`config.mk`:
```
export PLATFORM = sky130hd
export DESIGN_NAME = hmr_output_router
export DESIGN_NICKNAME = d
export VERILOG_FILES = /design/src/rtl/hmr_pkg.sv /design/src/rtl/hmr_output_router.sv
export SDC_FILE = /design/constraint.sdc
export NUM_CORES = 1
export LEC_CHECK = 0
export BUFFER_PORTS_ARGS = -buffer_cell sky130_fd_sc_hd__clkbuf_2
export CORE_MARGIN = 4
export CORE_UTILIZATION = 48
export CTS_BUF_LIST = sky130_fd_sc_hd__clkbuf_2 sky130_fd_sc_hd__clkbuf_4 sky130_fd_sc_hd__clkbuf_8
export DETAILED_ROUTE_END_ITERATION = 8
export PLACE_DENSITY_LB_ADDON = 0.1
export RECOVER_POWER = 25
export SLEW_MARGIN = 20
export SYNTH_ARGS = -nofsm -noshare
export SYNTH_HDL_FRONTEND = slang
export SYNTH_SLANG_ARGS = --single-unit
export TNS_END_PERCENT = 100
```
`constraint.sdc`:
```
create_clock -name clk -period 4.5 [get_ports clk]
set_input_delay 1.35 -clock clk [delete_from_list [all_inputs] [get_ports clk]]
set_output_delay 1.35 -clock clk [all_outputs]
set_load 0.03 [all_outputs]
```
`src/rtl/hmr_pkg.sv`:
```
// Package for the headphone / hardware mute output router.
package hmr_pkg;

    // ----------------------------------------
    // Pin function and mapping encodings
    // ----------------------------------------
    localparam logic       FUNC_MUTE      = 1'b0;
    localparam logic       FUNC_HEADPHONE = 1'b1;
    localparam logic [1:0] MAP_OFF        = 2'h0;
    localparam logic [1:0] MAP_CH1_CH2    = 2'h1;
    localparam logic [1:0] MAP_CH1_SUB    = 2'h2;
    localparam logic [1:0] MAP_CH2_SUB    = 2'h3;
    localparam logic [2:0] BASS_OFF       = 3'h0;
    localparam int         SYNC_STAGES    = 2;
    localparam logic       MIX_OVERRIDE_RESET = 1'b0;

    // ----------------------------------------
    // Carriers
    // ----------------------------------------
    typedef struct packed {
        logic       pinFunctionSelect;
        logic       pinActiveLevel;
        logic [1:0] logicOutputMapSelect;
        logic       logicOutputDriveEnable;
        logic [2:0] subCrossoverSelect;
        logic [1:0] leftMixerSelect;
        logic [1:0] rightMixerSelect;
        logic       twoWayCrossoverEnable;
    } hmr_cfg_t;

    typedef struct packed {
        logic [1:0] leftMixerSelect;
        logic [1:0] rightMixerSelect;
        logic       twoWayCrossoverEnable;
        logic [2:0] subCrossoverSelect;
    } hmr_dsp_t;

    // Per logic-level output: source selection
    typedef enum {
        HMR_SRC_LOW,
        HMR_SRC_CH1,
        HMR_SRC_CH2,
        HMR_SRC_SUB,
        HMR_SRC_MUTE
    } hmr_src_t;

endpackage : hmr_pkg
```
`src/rtl/hmr_output_router.sv`:
```
// Headphone detect / hardware mute pin interpretation and PWM output routing.
`timescale 1ns/1ps
`default_nettype none

module hmr_output_router
    import hmr_pkg::*;
#(
    parameter int SYNC_DEPTH = SYNC_STAGES
) (
    // Clock and reset
    input  wire logic           clk,
    input  wire logic           reset_n,
    // External pin
    input  wire logic           headphoneOrMutePin,
    // Configuration
    input  wire hmr_pkg::hmr_cfg_t cfg,
    // PWM streams from the modulators
    input  wire logic           pwmCh1,
    input  wire logic           pwmCh2,
    input  wire logic           pwmSub,
    input  wire logic           pwmMuteSquare,
    input  wire logic [3:0]     powerPwmIn,
    input  wire logic           auxSerialIn,
    // Logic-level PWM outputs (three-signal form)
    output logic                logicPwmOutA,
    output logic                logicPwmOutAOe,
    output logic                logicPwmOutB,
    output logic                logicPwmOutBOe,
    // Power PWM outputs and auxiliary serial out
    output logic [3:0]          powerPwmOutputs,
    output logic                auxiliarySerialOut,
    // Effective processing settings
    output hmr_pkg::hmr_dsp_t   dspSettings,
    // Status
    output logic                modulatorMute,
    output logic                headphoneActive
);
    import hmr_pkg::*;

    // ----------------------------------------
    // Pin synchroniser
    // ----------------------------------------
    // Resets to 0, so a low active level reads as active until the stages refill
    logic [SYNC_DEPTH-1:0] pinSync_r;

    always_ff @(posedge clk or negedge reset_n) begin
        if (!reset_n) begin
            pinSync_r <= '0;
        end else begin
            pinSync_r <= {pinSync_r[SYNC_DEPTH-2:0], headphoneOrMutePin};
        end
    end

    // ----------------------------------------
    // Mode decode
    // ----------------------------------------
    // One compare serves both pin functions, so polarity holds in every mode
    wire pinActive = (pinSync_r[SYNC_DEPTH-1] == cfg.pinActiveLevel);
    wire hpMode    = (cfg.pinFunctionSelect == FUNC_HEADPHONE);
    wire muteNow   = !hpMode && pinActive;
    wire hpNow     = hpMode && pinActive;
    wire hpIdle    = hpMode && !pinActive;
    wire bassOn    = (cfg.subCrossoverSelect != BASS_OFF);

    // Sub mutes without bass management only; headphone bypass routes channel 2 to output B instead
    wire subSig    = bassOn ? pwmSub : pwmMuteSquare;

    // ----------------------------------------
    // Source pick
    // ----------------------------------------
    // Unused source codes fall back to low rather than to stale data
    function automatic logic pickSrc(input hmr_src_t s);
        case (s)
            HMR_SRC_LOW:  pickSrc = 1'b0;
            HMR_SRC_CH1:  pickSrc = pwmCh1;
            HMR_SRC_CH2:  pickSrc = pwmCh2;
            HMR_SRC_SUB:  pickSrc = subSig;
            HMR_SRC_MUTE: pickSrc = pwmMuteSquare;
            default:      pickSrc = 1'b0;
        endcase
    endfunction : pickSrc

    // ----------------------------------------
    // Source selection for logic-level outputs
    // ----------------------------------------
    hmr_src_t srcA;
    hmr_src_t srcB;

    always_comb begin
        srcA = HMR_SRC_LOW;
        srcB = HMR_SRC_LOW;
        case (cfg.logicOutputMapSelect)
            MAP_OFF: begin
                srcA = HMR_SRC_LOW;
                srcB = HMR_SRC_LOW;
            end
            MAP_CH1_CH2: begin
                srcA = HMR_SRC_CH1;
                srcB = HMR_SRC_CH2;
            end
            MAP_CH1_SUB: begin
                srcA = HMR_SRC_CH1;
                srcB = HMR_SRC_SUB;
            end
            MAP_CH2_SUB: begin
                srcA = HMR_SRC_CH2;
                srcB = HMR_SRC_SUB;
            end
            default: begin
                srcA = HMR_SRC_LOW;
                srcB = HMR_SRC_LOW;
            end
        endcase
        // Disabled map stays driven low in every pin state
        if (cfg.logicOutputMapSelect != MAP_OFF) begin
            if (muteNow || hpIdle) begin
                srcA = HMR_SRC_MUTE;
                srcB = HMR_SRC_MUTE;
            end else if (hpNow) begin
                srcA = HMR_SRC_CH1;
                srcB = HMR_SRC_CH2;
            end
        end
    end

    // ----------------------------------------
    // Next values
    // ----------------------------------------
    // Power pins get the square, not silence, so the bridges stay centred
    wire       outA     = pickSrc(srcA);
    wire       outB     = pickSrc(srcB);
    wire       powerMute = muteNow || hpNow;
    wire [3:0] powerNxt = powerMute ? {4{pwmMuteSquare}} : powerPwmIn;

    // ----------------------------------------
    // Processing overrides
    // ----------------------------------------
    hmr_dsp_t dspNxt;
    always_comb begin
        dspNxt.rightMixerSelect      = cfg.rightMixerSelect;
        dspNxt.leftMixerSelect       = hpNow ? 2'h0 : cfg.leftMixerSelect;
        dspNxt.twoWayCrossoverEnable = hpNow ? MIX_OVERRIDE_RESET
                                             : cfg.twoWayCrossoverEnable;
        dspNxt.subCrossoverSelect    = hpNow ? BASS_OFF : cfg.subCrossoverSelect;
    end

    // ----------------------------------------
    // Logic-level output registers
    // ----------------------------------------
    // Registered so a map change cannot glitch an external amplifier input
    always_ff @(posedge clk or negedge reset_n) begin
        if (!reset_n) begin
            logicPwmOutA <= 1'b0;
            logicPwmOutB <= 1'b0;
        end else begin
            logicPwmOutA <= outA;
            logicPwmOutB <= outB;
        end
    end

    // ----------------------------------------
    // Output enables
    // ----------------------------------------
    // Enables follow the bit at once; the data registers are not gated by it
    assign logicPwmOutAOe = cfg.logicOutputDriveEnable;
    assign logicPwmOutBOe = cfg.logicOutputDriveEnable;

    // ----------------------------------------
    // Power and auxiliary output registers
    // ----------------------------------------
    // Muted serial data idles low, not at the last bit sent
    always_ff @(posedge clk or negedge reset_n) begin
        if (!reset_n) begin
            powerPwmOutputs    <= 4'h0;
            auxiliarySerialOut <= 1'b0;
        end else begin
            powerPwmOutputs    <= powerNxt;
            auxiliarySerialOut <= muteNow ? 1'b0 : auxSerialIn;
        end
    end

    // ----------------------------------------
    // Effective processing settings
    // ----------------------------------------
    always_ff @(posedge clk or negedge reset_n) begin
        if (!reset_n) begin
            dspSettings <= '0;
        end else begin
            dspSettings <= dspNxt;
        end
    end

    // ----------------------------------------
    // Status flags
    // ----------------------------------------
    // Flags lag the pin by the synchroniser depth plus one edge
    always_ff @(posedge clk or negedge reset_n) begin
        if (!reset_n) begin
            modulatorMute   <= 1'b0;
            headphoneActive <= 1'b0;
        end else begin
            modulatorMute   <= muteNow;
            headphoneActive <= hpNow;
        end
    end

endmodule : hmr_output_router

`default_nettype wire

```
==> results.cfg, run 1 <==
[run_status]
outcome = complete, no violations

[sta]
setup_viol = 0
period_share_pct = 60.0
rsz0062_at_grt = no
fin_ws_ps = 1800
finalSetupTns_ps = 0
max_slew_margin_pct = 36.6
finClkSkew_ps = 7.55
slew_viol_final = 0
timing.fmax_mhz = 370
finalHoldViolations = 0
hold-worst-slack_ps = 373
tightest_slew_ps = 951
min_period_ps = 2700

[synth]
synth_fp_nets = 99
synthTopCellsByArea = dfrtp_1, ha_1, nor2b_1, nand2_1, inv_1
ys_seq_area_share_pct = 58.5
syn_area_um2 = 813
yosys.area.top_type_share_pct = 58.5
synth_seq_cells = 19
synth_warnings = 0
synth_cell_types = 23
synth.largest_area_cell = dfrtp_1
syn_inst = 68
syn_area_per_cell_um2 = 12.0

[final_layout]
nets = 141
synthToLayoutAreaGrowth_pct = 28.0
layout_common_cells = clkbuf_2, dfrtp_1, nand2_1
fillers = 141
diodes = 0
layout-drive-gt1-share_pct = 44.0
layout_commonest_cell = clkbuf_2

[routing]
wl_um = 1490
drt_iter0_drc = 6
routed_via_density = 4.97
post_drt_wl_per_cell_um = 11.9
drt_pass1_iterations = 4
vias = 621
antenna_left = 0
drc_errors = 0

[worst_setup_path]
required_ps = 3150
cp.arrival_ps = 1350
path_class = input pin to output pin
start_kind = input pin
cp_max_fo = 2
endpoint_kind = output pin

[run]
max_cap_viol_count = 0

[global_routing]
met1_usage_pct = 13.8
grt_first_pass_wirelength_um = 2420
first_global_vias = 598
grt_max_degree = 20
busiest_layer = met2
grtUsageMet3_pct = 5.50
grt_use_total_pct = 13.0
antenna_found_initial = 0
globalRouteOverflowTotal = 0
met2_usage_pct = 22.3

[floorplanning]
io_pins = 44
die-area_mm2 = 0.00242
die_w_um = 49.2
initial_core_util_pct = 52.2
die_h_um = 49.2
core_area_mm2 = 0.00156
rows = 14

[clocking]
clkSinkCount = 19
cts-resized-gates = 0
htreeDepth = 1
clk_path_buf_depth = 2
numCtsBuffers = 3
clk_pin_slew_ps = 100
postCtsSetupBuffers = 0
holdBufCountCts = 0
clock_latency_ps = 290
clockRootBuffer = clkbuf_4
cts_tree = built

[placement]
numPortBuffers = 40
dp_hpwl_um = 1220
gp_congestion = 0.890
pre_cts_ws_ps = 1660

[power]
power.leakage_nw = 0.565
p_per_area_mw_per_mm2 = 350
peakVddDrop_uv = 157

[hold_path]
min_path_type = register to register
==> cells in the mapped netlist <==
library cell,count
dfrtp_1,19
nand2_1,9
nor2b_1,7
ha_1,6
inv_1,5
nor2_1,3
buf_4,2
o2111ai_1,2
a21oi_2,1
a22oi_1,1
clkbuf_1,1
mux2i_1,1
nand2b_1,1
nor2b_2,1
nor3_1,1
nor3_2,1
o211ai_1,1
o21ai_0,1
o21ai_1,1
o21ai_4,1
o221a_2,1
or3b_1,1
xnor2_1,1
==> worst register-to-register path, stage by stage (launching register included) <==
cell and delay, ps:
dfrtp_1 390, xnor2_1 150, ha_1 350, nor2b_1 250, o21ai_4 70, or3b_1 370, a21oi_2 130
==> final cells by class <==
type,count,area [um2],area share (%)
clock inverters,1,5.00,0.481
flip-flops and latches,19,475,45.7
repair buffers,40,199,19.1
multi-input cells,41,300,28.8
clock buffers,3,22.5,2.16
inverters,5,18.8,1.80
well taps,16,20.0,1.92
==> flip-flops by register name, summed over array words and instances, names as in the netlist <==
name	cells
auxiliarySerialOut	1
dspSettings	8
headphoneActive	1
logicPwmOutA	1
logicPwmOutB	1
modulatorMute	1
pinSync_r	2
powerPwmOutputs	4
==> where the power goes <==
| group | total (mW) | internal [mW] | switching [mW] |
|---|---|---|---|
| registers | 0.189 | 0.186 | 0.00392 |
| clock network | 0.0817 | 0.0330 | 0.0487 |
| logic | 0.0936 | 0.0320 | 0.0616 |
| total | 0.365 | 0.251 | 0.114 |
==> routing by layer <==
metal / up-vias / wire, um
met4: 0 / 19
met2: 30 / 743
met3: 4 / 155
met1: 284 / 567
met5: - / 0
li1: 303 / -
==> metrics by stage <==
stage	power (mW)	util (%)	cell area, um2	std cells
floorplan	0.257	-	813	68
global placement	0.286	65.1	1010	121
detailed placement	0.288	65.1	1010	121
CTS	0.371	66.9	1040	125
global route	0.389	66.8	1040	125
finish	0.365	66.8	1040	125
==> logic make-up after synthesis <==
family / Yosys count / share of synthesized area (%)
compound gates: 9 / 9.69
buf+inv: 8 / 4.61
xor+xnor: 1 / 1.08
simple gates: 24 / 15.7
mux: 1 / 1.23
fa+ha+maj: 6 / 9.23
flops: 19 / 58.5
==> final timing paths <==
kind / start / endpoint / slack, ps / depth (start not counted)
min in group asynchronous: reset_n / auxiliarySerialOut / 1170 / 1
max in group asynchronous: reset_n / headphoneActive / 2750 / 1
worst max register to register: pinSync_r[1] / logicPwmOutA / 2730 / 6
worst min-delay path: pinSync_r[0] / pinSync_r[1] / 370 / 0
worst max-delay path: cfg[8] / logicPwmOutBOe / 1800 / 0
worst min register to register: pinSync_r[0] / pinSync_r[1] / 370 / 0
Note: power is estimated with default switching activity, not from simulation.
==> inputs of run 2 (changes only) <==
--- a/config.mk
+++ b/config.mk
@@ -5,9 +5,10 @@
 export SDC_FILE = /design/constraint.sdc
 export NUM_CORES = 1
 export LEC_CHECK = 0
+export ABC_AREA = 1
 export BUFFER_PORTS_ARGS = -buffer_cell sky130_fd_sc_hd__clkbuf_2
 export CORE_MARGIN = 4
-export CORE_UTILIZATION = 48
+export CORE_UTILIZATION = 46
 export CTS_BUF_LIST = sky130_fd_sc_hd__clkbuf_2 sky130_fd_sc_hd__clkbuf_4 sky130_fd_sc_hd__clkbuf_8
 export DETAILED_ROUTE_END_ITERATION = 8
 export PLACE_DENSITY_LB_ADDON = 0.1
==> constraint.sdc (replaced) <==
create_clock -name clk -period 2.8 [get_ports clk]
set_input_delay 0.84 -clock clk [delete_from_list [all_inputs] [get_ports clk]]
set_output_delay 0.84 -clock clk [all_outputs]
set_load 0.03 [all_outputs]
==> run 2 against run 1 <==
Against the previous run:
- first-iteration DRC count is 67% lower
- clock power is 69% higher
- clock skew shrank 6.2 ps
==> results.cfg, run 2 <==
[synth]
syn_inst = 90
syn_area_um2 = 868
yosys.area.top_type_share_pct = 54.8
synth_most_common_cell = dfrtp_1
synth-edff-count = 0
syn_area_per_cell_um2 = 9.65
synth_seq_cells = 19
ys_seq_area_share_pct = 54.8
synth_warnings = 0
synthTopCellsByArea = dfrtp_1, ha_1, inv_1, nand2_1, nor2_1
async_reset_ff_share_pct = 100
synth.largest_area_cell = dfrtp_1
synth_fp_nets = 121
ys_top_cells_by_count = dfrtp_1, inv_1, nand2_1, nor2_1, ha_1
synth_cell_types = 18
ys.flop_type = dfrtp_1

[routing]
drc_errors = 0
post_drt_wl_per_cell_um = 9.99
wl_um = 1560
antenna_left = 0
drt_iter0_drc = 2
drt_pass1_iterations = 4
routed_via_density = 4.35
vias = 678

[worst_setup_path]
start_kind = input pin
path_class = input pin to register
reg2reg_to = logicPwmOutA
reg2reg_slack_ps = 1210
cp.arrival_ps = 2040
required_ps = 2980
cp_max_fo = 9
ff2ff_path_depth = 9
endpoint_kind = register
crit-reg2reg-launch = pinSync_r[1]

[global_routing]
grt_use_total_pct = 13.1
globalRouteOverflowTotal = 0
met1_usage_pct = 14.0
grtUsageMet3_pct = 6.41
busiest_layer = met2
first_global_vias = 607
antenna_found_initial = 0
met2_usage_pct = 22.5
grt_first_pass_wirelength_um = 2520
grt_max_degree = 20

[power]
power.leakage_nw = 0.669
peakVddDrop_uv = 292
power.total_mw = 0.599
p_per_area_mw_per_mm2 = 543

[final_layout]
layout-drive-gt1-share_pct = 38.2
regMostFlops = dspSettings
nets = 163
layout_common_cells = clkbuf_2, dfrtp_1, inv_1
layout_commonest_cell = clkbuf_2
diodes = 0
final_cell_area_mm2 = 0.00110
instances_no_fill = 156
largest_register_ffs = 8
synthToLayoutAreaGrowth_pct = 26.9
reg_top3 = dspSettings (8), powerPwmOutputs (4), pinSync_r (2)
fillers = 176

[hold_path]
min_from = pinSync_r[0]
min_path_type = register to register
whs_endpoint = pinSync_r[1]
hold_depth = 0

[sta]
min_period_ps = 1860
tightest_slew_ps = 946
timing.fmax_mhz = 537
setup_viol = 0
period_share_pct = 66.5
finClkSkew_ps = 1.33
rsz0062_at_grt = no
finalSetupTns_ps = 0
max_slew_margin_pct = 36.9
slew_viol_final = 0
finalHoldViolations = 0

[clocking]
clk_path_buf_depth = 2
clock_latency_ps = 280
holdBufCountCts = 0
cts_tree = built
postCtsSetupBuffers = 0
cts-resized-gates = 0
clkSinkCount = 19
htreeDepth = 1
numCtsBuffers = 3
clk_pin_slew_ps = 100
clockRootBuffer = clkbuf_4

[placement]
gp_congestion = 0.889
numPortBuffers = 40
dpl-instance-area_mm2 = 0.00107
dp_cells = 152
dp_hpwl_um = 1350

[floorplanning]
die_h_um = 51.4
die_w_um = 51.4
core_area_mm2 = 0.00176
initial_core_util_pct = 49.2
io_pins = 44
rows = 15
die-area_mm2 = 0.00265

[run_status]
outcome = complete, no violations

[run]
max_cap_viol_count = 0
-- run 2: kinds of logic after synthesis --
group	after synthesis	share of synthesized area, %
simple gates	36	20.6
buf+inv	22	11.2
flops	19	54.8
compound gates	6	3.75
fa+ha+maj	6	8.65
xor+xnor	1	1.01
-- run 2: final cells by class --
| type | count | area, um2 | area share (%) |
|---|---|---|---|
| clock buffer | 4 | 30.0 | 2.72 |
| inverter | 19 | 71.3 | 6.47 |
| tap | 25 | 31.3 | 2.84 |
| timing repair buffer | 40 | 199 | 18.0 |
| sequential | 19 | 475 | 43.1 |
| multi-input combinational | 49 | 295 | 26.8 |
-- run 2: metal layers --
metal,share of wire (%),vias up
met3,12,2
met5,0,-
met4,1.0,0
met2,49,31
met1,37,300
li1,-,345
-- run 2: report_power, final --
group	internal, mW	switching (mW)
sequential	0.298	0.00615
combinational	0.0507	0.106
clock	0.0649	0.0727
-- run 2: how the worst max path moves through the flow --
stage	from	end	slack (ps)
after global placement	cfg[11]	logicPwmOutA	690
final	cfg[11]	logicPwmOutA	940
after floorplan	cfg[11]	logicPwmOutA	930
after global routing	cfg[11]	logicPwmOutA	830
after CTS	cfg[11]	logicPwmOutA	920
after detailed placement	cfg[11]	logicPwmOutA	610
-- run 2: worst max-delay path: stages --
cell	delay [ps]
clkbuf_2	90
xnor2_1	200
ha_1	430
nand2_4	120
nand3_4	100
inv_1	40
nand2_1	40
nand2_1	50
nor2_1	90
nor2_1	40
-- run 2: metrics by stage --
step,worst slack [ps],utilization [%],hold WS [ps]
floorplan,934,-,331
global placement,685,60.9,331
detailed placement,611,60.9,345
CTS,919,62.6,370
global route,828,62.5,378
finish,937,62.5,362
